`src/logic/tbi_serdes_defs.vh`:
```
// Constants for the ten-bit-interface serializer core
`ifndef TBI_SERDES_DEFS_VH
`define TBI_SERDES_DEFS_VH
`define WORD_BITS      10
`define WORD_LAST      4'h9
`define HALF_WORD      4'h4
`define COMMA_BITS     7
`define COMMA_PATTERN  7'h7c
`define RX_DELAY_BITS  10
`define PRBS_STAGES    7
`define PRBS_TAP_A     6
`define PRBS_TAP_B     5
`define PRBS_SEED      7'h7f
`define CTRL_BITS      6
`endif

```
`src/logic/tbi_serdes_core.v`:
```
// Bit-rate core: serializer, comma aligner, byte clocks and test logic
// Function
// Misaligned comma shifts the word boundary
// Realignment only stretches byte clocks
// Alignment off gives unframed words
// Comma flag pulses one word with comma
// Receive latency 21 to 31 bits
// Loopback feeds transmit stream to receiver
// Serial output released during loopback
// Enable low idles all logic
// Test mode transmits sequence, ignores word
// Test mode checks sequence, low on error
// Alignment off: pass shows current result
// Alignment on: one error latches low
// Capture word on reference edge, bit0 first
// Reference clock 60 to 130 MHz
// Earliest received bit on word bit0
// Half rate: even words b, odd a
// Full rate: only clock a toggles
// Rate select picks half or full clocks
// Byte clocks re-phased on realignment
// Comma is pattern 0011111 in stream
// Comma pulses only with alignment enabled
// Half-rate clocks 180 degrees apart
// One word shifted per reference period; code shifts one bit per clock, one word per ten clocks
// Sequence polynomial x^7 + x^6 + 1
`timescale 1ns/1ns
`default_nettype none
`include "tbi_serdes_defs.vh"
module tbi_serdes_core #(
    parameter RX_DELAY = `RX_DELAY_BITS
) (
    // Clock and reset
    input  wire                  i_clk,
    input  wire                  i_sys_rst,
    // Control pins
    input  wire                  i_enable,
    input  wire                  i_align_enable,
    input  wire                  i_loopback_enable,
    input  wire                  i_prbs_test_enable,
    input  wire                  i_rx_clock_rate_select,
    // Transmit side
    input  wire [`WORD_BITS-1:0] i_tx_parallel_word,
    output reg                   o_serial_out_pair,
    output reg                   o_serial_out_pair_oe,
    // Receive side
    input  wire                  i_serial_in_pair,
    output reg  [`WORD_BITS-1:0] o_rx_parallel_word,
    output reg                   o_rx_byte_clock_a,
    output reg                   o_rx_byte_clock_b,
    output reg                   o_rx_outputs_oe,
    output reg                   o_comma_found_or_prbs_pass
);
    // Word boundary decode shared by both directions
    function is_last;
        input [3:0] cnt;
        begin
            is_last = (cnt == `WORD_LAST);
        end
    endfunction

    // Comma pattern in the earliest seven bits of a word
    function is_comma;
        input [`WORD_BITS-1:0] w;
        begin
            is_comma = (w[`COMMA_BITS-1:0] == `COMMA_PATTERN);
        end
    endfunction

    // Pin synchronisers: index 0 serial in, then the five control pins
    wire [`CTRL_BITS-1:0] pin_raw;
    wire [`CTRL_BITS-1:0] pin_sync;

    assign pin_raw = {i_rx_clock_rate_select, i_prbs_test_enable, i_loopback_enable,
                      i_align_enable, i_enable, i_serial_in_pair};

    genvar g;
    generate
        for (g = 0; g < `CTRL_BITS; g = g + 1) begin : g_sync
            reg meta_q;
            reg sync_q;

            always @(posedge i_clk) begin
                if (i_sys_rst) begin
                    meta_q <= 1'b0;
                    sync_q <= 1'b0;
                end else begin
                    meta_q <= pin_raw[g];
                    sync_q <= meta_q;
                end
            end

            assign pin_sync[g] = sync_q;
        end
    endgenerate

    wire ser_in    = pin_sync[0];
    wire en        = pin_sync[1];
    wire align_en  = pin_sync[2];
    wire loop_en   = pin_sync[3];
    wire prbs_en   = pin_sync[4];
    wire full_rate = pin_sync[5];
    wire idle_rst  = i_sys_rst | ~en;

    // Transmit: word capture and serializer
    reg  [3:0]            tx_cnt_q;
    reg  [3:0]            tx_cnt_d;
    reg  [`WORD_BITS-1:0] tx_hold_q;
    reg  [`WORD_BITS-1:0] tx_hold_d;
    reg  [`WORD_BITS-1:0] tx_sr_q;
    reg  [`WORD_BITS-1:0] tx_sr_d;

    wire                  tx_last;
    wire                  gen_bit;
    wire                  tx_bit;

    assign tx_last = is_last(tx_cnt_q);

    prbs7_lane u_gen (
        .i_clk     (i_clk),
        .i_sys_rst (idle_rst),
        .i_check   (1'b0),
        .i_bit     (1'b0),
        .o_bit     (gen_bit),
        .o_error   ()
    );

    assign tx_bit = prbs_en ? gen_bit : tx_sr_q[0];

    // Word counter, one bit per clock, wraps after ten clocks per word
    always @* begin
        if (tx_last) begin
            tx_cnt_d = 4'h0;
        end else begin
            tx_cnt_d = tx_cnt_q + 4'h1;
        end
    end

    // Capture a word each period, load the previous one into the shifter
    always @* begin
        tx_hold_d = tx_hold_q;
        if (tx_last) begin
            tx_hold_d = i_tx_parallel_word;
            tx_sr_d   = tx_hold_q;
        end else begin
            tx_sr_d = {1'b0, tx_sr_q[`WORD_BITS-1:1]};
        end
    end

    // Transmit state
    always @(posedge i_clk) begin
        if (idle_rst) begin
            tx_cnt_q  <= 4'h0;
            tx_hold_q <= {`WORD_BITS{1'b0}};
            tx_sr_q   <= {`WORD_BITS{1'b0}};
        end else begin
            tx_cnt_q  <= tx_cnt_d;
            tx_hold_q <= tx_hold_d;
            tx_sr_q   <= tx_sr_d;
        end
    end

    // Serial pin and its enable
    always @(posedge i_clk) begin
        if (idle_rst) begin
            o_serial_out_pair    <= 1'b0;
            o_serial_out_pair_oe <= 1'b0;
        end else begin
            o_serial_out_pair    <= tx_bit;
            o_serial_out_pair_oe <= ~loop_en;
        end
    end

    // Receive: input select and fixed latency line
    wire                rx_in;
    wire                rx_bit;
    reg  [RX_DELAY-1:0] dly_q;

    assign rx_in  = loop_en ? tx_bit : ser_in;
    assign rx_bit = dly_q[RX_DELAY-1];

    always @(posedge i_clk) begin
        if (idle_rst) begin
            dly_q <= {RX_DELAY{1'b0}};
        end else begin
            dly_q <= {dly_q[RX_DELAY-2:0], rx_in};
        end
    end

    // Sequence checker on the delayed receive stream
    wire chk_err;

    prbs7_lane u_chk (
        .i_clk     (i_clk),
        .i_sys_rst (idle_rst),
        .i_check   (prbs_en),
        .i_bit     (rx_bit),
        .o_bit     (),
        .o_error   (chk_err)
    );

    // Deserializer and aligner
    reg  [`WORD_BITS-1:0] rx_sr_q;
    reg  [3:0]            rx_cnt_q;
    reg                   err_word_q;
    reg                   err_latch_q;
    reg                   odd_word_q;

    // Next-state values
    reg  [3:0]            rx_cnt_d;
    reg                   err_word_d;
    reg                   err_latch_d;
    reg                   odd_word_d;
    reg  [`WORD_BITS-1:0] word_d;
    reg                   flag_d;
    reg                   clk_a_d;
    reg                   clk_b_d;

    wire [`WORD_BITS-1:0] rx_next;
    wire                  at_bound;
    wire                  realign;
    wire                  word_err;
    wire                  word_out;

    assign rx_next  = {rx_bit, rx_sr_q[`WORD_BITS-1:1]};
    assign at_bound = is_last(rx_cnt_q);
    assign realign  = align_en & ~prbs_en & ~at_bound & is_comma(rx_next);
    assign word_err = err_word_q | chk_err;
    assign word_out = at_bound & ~realign;

    // Word counter: a misaligned comma restarts the count
    always @* begin
        if (realign) begin
            rx_cnt_d = 4'h0;
        end else if (at_bound) begin
            rx_cnt_d = 4'h0;
        end else begin
            rx_cnt_d = rx_cnt_q + 4'h1;
        end
    end

    // Error tracking; the clear on exit wins over a new error, clear only on exit
    always @* begin
        err_latch_d = err_latch_q;
        if (!prbs_en) begin
            err_latch_d = 1'b0;
        end else if (word_err & align_en) begin
            err_latch_d = 1'b1;
        end
        err_word_d = word_out ? 1'b0 : word_err;
    end

    // Word, flag and parity at each word boundary
    always @* begin
        word_d     = o_rx_parallel_word;
        flag_d     = o_comma_found_or_prbs_pass;
        odd_word_d = odd_word_q;
        if (word_out) begin
            word_d     = rx_next;
            odd_word_d = ~odd_word_q;
            if (prbs_en && align_en) begin
                flag_d = ~(word_err | err_latch_q);
            end else if (prbs_en) begin
                flag_d = ~word_err;
            end else begin
                flag_d = align_en & is_comma(rx_next);
            end
        end
    end

    // Byte clocks: realign restarts the count, so levels hold and only stretch
    always @* begin
        clk_a_d = o_rx_byte_clock_a;
        clk_b_d = o_rx_byte_clock_b;
        if (word_out) begin
            if (full_rate) begin
                clk_a_d = 1'b1;
                clk_b_d = 1'b0;
            end else begin
                clk_a_d = odd_word_q;
                clk_b_d = ~odd_word_q;
            end
        end else begin
            if (full_rate && rx_cnt_q == `HALF_WORD && !realign) begin
                clk_a_d = 1'b0;
            end
            if (full_rate) begin
                clk_b_d = 1'b0;
            end
        end
    end

    // Aligner state
    always @(posedge i_clk) begin
        if (idle_rst) begin
            rx_sr_q     <= {`WORD_BITS{1'b0}};
            rx_cnt_q    <= 4'h0;
            err_word_q  <= 1'b0;
            err_latch_q <= 1'b0;
            odd_word_q  <= 1'b0;
        end else begin
            rx_sr_q     <= rx_next;
            rx_cnt_q    <= rx_cnt_d;
            err_word_q  <= err_word_d;
            err_latch_q <= err_latch_d;
            odd_word_q  <= odd_word_d;
        end
    end

    // Receive word and flag pins
    always @(posedge i_clk) begin
        if (idle_rst) begin
            o_rx_parallel_word         <= {`WORD_BITS{1'b0}};
            o_comma_found_or_prbs_pass <= 1'b0;
        end else begin
            o_rx_parallel_word         <= word_d;
            o_comma_found_or_prbs_pass <= flag_d;
        end
    end

    // Byte clock pins
    always @(posedge i_clk) begin
        if (idle_rst) begin
            o_rx_byte_clock_a <= 1'b0;
            o_rx_byte_clock_b <= 1'b0;
        end else begin
            o_rx_byte_clock_a <= clk_a_d;
            o_rx_byte_clock_b <= clk_b_d;
        end
    end

    // Receive outputs are released while idle
    always @(posedge i_clk) begin
        if (idle_rst) begin
            o_rx_outputs_oe <= 1'b0;
        end else begin
            o_rx_outputs_oe <= 1'b1;
        end
    end
endmodule // tbi_serdes_core
`default_nettype wire

```
`src/logic/prbs7_lane.v`:
```
// Seven-stage pseudorandom generator or self-synchronising checker
`timescale 1ns/1ns
`default_nettype none
`include "tbi_serdes_defs.vh"
module prbs7_lane (
    // Clock and reset
    input  wire i_clk,
    input  wire i_sys_rst,
    // Mode and data
    input  wire i_check,
    input  wire i_bit,
    output reg  o_bit,
    output reg  o_error
);
    reg  [`PRBS_STAGES-1:0] state_q;
    wire                    fb;
    wire                    shift_in;

    assign fb       = state_q[`PRBS_TAP_A] ^ state_q[`PRBS_TAP_B];
    assign shift_in = i_check ? i_bit : fb;

    always @(posedge i_clk) begin
        if (i_sys_rst) begin
            state_q <= `PRBS_SEED;
            o_bit   <= 1'b0;
            o_error <= 1'b0;
        end else begin
            state_q <= {state_q[`PRBS_STAGES-2:0], shift_in};
            o_bit   <= fb;
            o_error <= i_check & (i_bit ^ fb);
        end
    end
endmodule // prbs7_lane
`default_nettype wire

```
`config.mk`:
```
export PLATFORM = sky130hd
export DESIGN_NAME = tbi_serdes_core
export DESIGN_NICKNAME = d
export VERILOG_FILES = /design/src/logic/tbi_serdes_core.v /design/src/logic/prbs7_lane.v
export VERILOG_INCLUDE_DIRS = /design/src /design/src/logic
export SDC_FILE = /design/constraint.sdc
export NUM_CORES = 1
export LEC_CHECK = 0
export ABC_CLOCK_PERIOD_IN_PS = 1400
export BUFFER_PORTS_ARGS = -buffer_cell sky130_fd_sc_hd__buf_4
export CORE_MARGIN = 3
export CORE_UTILIZATION = 51
export CTS_CLUSTER_DIAMETER = 50
export DETAILED_ROUTE_END_ITERATION = 10
export GPL_TIMING_DRIVEN = 0
export PLACE_DENSITY_LB_ADDON = 0.05
export SLEW_MARGIN = 10
export SYNTH_ARGS = -nofsm -noshare
export SYNTH_HDL_FRONTEND = slang
export SYNTH_SLANG_ARGS = --single-unit
```
`constraint.sdc`:
```
create_clock -name i_clk -period 1.4 [get_ports i_clk]
set_input_delay 0.07 -clock i_clk [delete_from_list [all_inputs] [get_ports i_clk]]
set_output_delay 0.07 -clock i_clk [all_outputs]
set_load 0.05 [all_outputs]
```
==> impl_metrics.csv <==
group,metric,value,unit
clock_tree,cts_max_path_buffers,2,
synth,async_reset_ff_frac,0,
route,num_vias,2110,
worst_setup_path,cp-start-kind,"flop",
hold_path,holdCritPathClass,"flop to flop",
clock_tree,cts.clk_slew.worst_paths,80,ps
die,coreArea,5675,um^2
clock_tree,insertion_delay,350,ps
sta,hold_slack,408.6,ps
placed_design,port_buffers,33,
final_layout,syn_to_final_growth,22.93,%
die,design.portCount,34,
worst_setup_path,cp.arrival,1590,ps
synth,yosysUniqueCellTypes,36,
route,initialDrtViolationCount,83,
placed_design,gp_congestion,0.7051,
clock_tree,cts_tree,"yes",
placed_design,place_hpwl,3598,um
hold_path,min_from,"u_chk.state_q[4]",
worst_setup_path,crit_chain,"inv_1 > ha_1 > and3b_1 > buf_6 > nor2_1 > a2111oi_4",
worst_setup_path,r2r_setup_slack,70,ps
worst_setup_path,reg2reg_depth,6,
die,dieWidth,83.75,um
synth,synth.largest_area_cell,"dfxtp_1",
synth,synth_fp_nets,329,
power_and_ir_drop,power_per_cell_area,1182,nW/um^2
synth,synth_seq_area_share,0.6104,
clock_tree,cts_buffers,9,
synth,syn_inst,306,
synth,synth.most_common_cell,"dfxtp_1",
hold_path,hold_depth,1,
worst_setup_path,cp_top_family,"flip-flops",
clock_tree,cts.sinks,94,
final_layout,drive_above_1_share,0.1855,
final_layout,nNetsFinal,390,
worst_setup_path,rr_endpoint,"o_rx_byte_clock_b",
worst_setup_path,max_stage_delay,340,ps
hold_path,min_to,"u_chk.state_q[5]",
sta,fin_skew,8.311,ps
sta,fin_crit,1333,ps
global_routing,overflow,0,
route,first_pass_iters,4,
worst_setup_path,path_max_fanout,6,
synth,synth.top_cell.area_share,0.6104,
global_routing,grt_pass1_vias,2042,
global_routing,grt_max_degree,14,
sta,slew_headroom,0.7200,
sta,tightest_slew,420.0,ps
clock_tree,h-tree-depth,3,
route,drc,0,
sta,hold_viol,0,
flow_run,cap_violations,0,
route,wl_per_cell,12.26,um
sta,min_period_over_period,0.9519,
worst_setup_path,crit_buf_inv,2,
route,drtAntennaViolNets,0,
sta,maxSlewViolCount,0,
power_and_ir_drop,p_leak,1.420,nW
synth,yosys_most_used_dff,"dfxtp_1",
worst_setup_path,crit_path_start,"rx_cnt_q[1]",
synth,synth_edf_count,0,
die,die-area,7014,um^2
sta,setup_tns,0,ps
global_routing,antenna_found_initial,0,
clock_tree,root_buffer,"clkbuf_8",
synth,yosys_register_bits,94,
synth,synth_common_cells,"94 x dfxtp_1, 63 x nand2_1, 31 x a21oi_1, 18 x and2_1, 13 x nor2_1",
worst_setup_path,crit_slowest_cell,"dfxtp_2",
run_status,outcome,"complete, no violations",
route,wl,5445,um
global_routing,grt_pass1_wl,9301,um
worst_setup_path,endpoint_kind,"flop",
synth,synth_top_cells_by_area,"dfxtp_1 61%, nand2_1 7.7%, a21oi_1 5.0%, and2_1 3.7%, nand2b_1 2.4%",
power_and_ir_drop,peakVddDrop,0.7114,mV
route,via_per_inst,4.752,
global_routing,grtUsageTotal,0.1688,
die,initial_core_util,0.5432,
sta,rsz0062_at_grt,"true",
synth,syn_area,3083,um^2
synth,yosysWarningCount,0,
die,num_rows,27,
die,fp.dieH,83.75,um
synth,syn_avg_cell_area,10.08,um^2
sta,fmax,0.7504,GHz
clock_tree,post_cts_buffers,0,
final_layout,antenna_cells,0,
sta,setup_viol,0,
worst_setup_path,regToRegStartpoint,"rx_cnt_q[1]",
worst_setup_path,path_class,"flop to flop",
worst_setup_path,cp.required,1660,ps
## per-stage QoR
stage | utilization | cells | power (mW) | cell area [um^2] | setup WS (ps)
after floorplan | - | 306 | 2.811 | 3083 | 105.2
after global placement | 0.6027 | 411 | 2.865 | 3421 | 56.88
after detailed placement | 0.6027 | 411 | 2.866 | 3421 | 32.43
after CTS | 0.6645 | 444 | 4.526 | 3771 | 16.08
after global routing | 0.6678 | 444 | 4.668 | 3790 | -20.97
final | 0.6678 | 444 | 4.480 | 3790 | 67.41
## cell type report
cell class,count,area (um^2)
sequential,94,1886
buffer,16,115.1
tap,72,90.09
timing repair buffer,50,417.9
fill,474,1886
clock buffer,16,180.2
multi-input combinational,190,1079
inverter,6,22.52
## where the power goes
group          switching (mW)  total [mW]  leakage, nW  internal, mW
logic                  0.0526       0.137        0.568        0.0846
registers              0.0111        2.70        0.762          2.69
clock network           0.843        1.64       0.0910         0.797
## metal layers
layer / vias to the layer above / part of all wire / track usage
met2: 34 / 0.45 / 0.2617
li1: 1099 / - / -
met4: 0 / 0.021 / 0.09211
met3: 10 / 0.037 / 0.03949
met1: 967 / 0.49 / 0.2165
met5: - / 0 / 0
## cells in the final DEF, fill, tap and decap left out, drive strengths merged
cell / n
xnor2: 5
mux2i: 3
a2111oi: 1
o221a: 1
dlygate4sd3: 17
and3: 1
dfxtp: 94
and2: 18
and4bb: 1
nor2: 13
nand2b: 13
o211a: 1
and3b: 3
nand4: 1
nand3b: 2
ha: 5
nor2b: 12
nor3b: 2
nand2: 64
a211oi: 1
a21oi: 31
or3b: 1
buf: 43
clkbuf: 22
xor2: 2
nor3: 3
inv: 6
nand4b: 1
o21ai: 2
a31o: 1
a21boi: 1
nand3: 1
## worst max path at each step
stage / cells after the start / to
floorplan: 5 / o_rx_byte_clock_b
global placement: 5 / o_rx_byte_clock_b
detailed placement: 7 / o_rx_parallel_word[5]
CTS: 5 / o_rx_byte_clock_b
global route: 6 / o_rx_byte_clock_b
finish: 6 / o_rx_byte_clock_b
## what timing repair did
item                                    CTS  global route
hold buffers                             17             0
hold endpoints to repair                 17             0
endpoints found under the setup margin    0            27
gates resized for setup                   0             8
## flip-flops by register name (all words and copies together), names as in the netlist, 6 cells and up
name                cells
dly_q                  10
g_sync.meta_q           6
o_rx_parallel_word     10
rx_sr_q                 9
tx_hold_q              10
tx_sr_q                10
u_chk.state_q           7
u_gen.state_q           7
## kinds of logic (layout without fill, tap and decap cells)
| kind of cell | after synthesis | after routing | synth area share |
|---|---|---|---|
| AND/OR/NAND/NOR | 136 | 136 | 0.2228 |
| flip-flops | 94 | 94 | 0.6104 |
| AO/OA/AOI/OAI | 39 | 39 | 0.07711 |
| buffers and inverters | 22 | 88 | 0.03977 |
| XOR/XNOR | 7 | 7 | 0.01989 |
| adder cells (fa/ha/maj) | 5 | 5 | 0.02029 |
| multiplexers | 3 | 3 | 0.009741 |
Power figures use the tool's default switching activity.
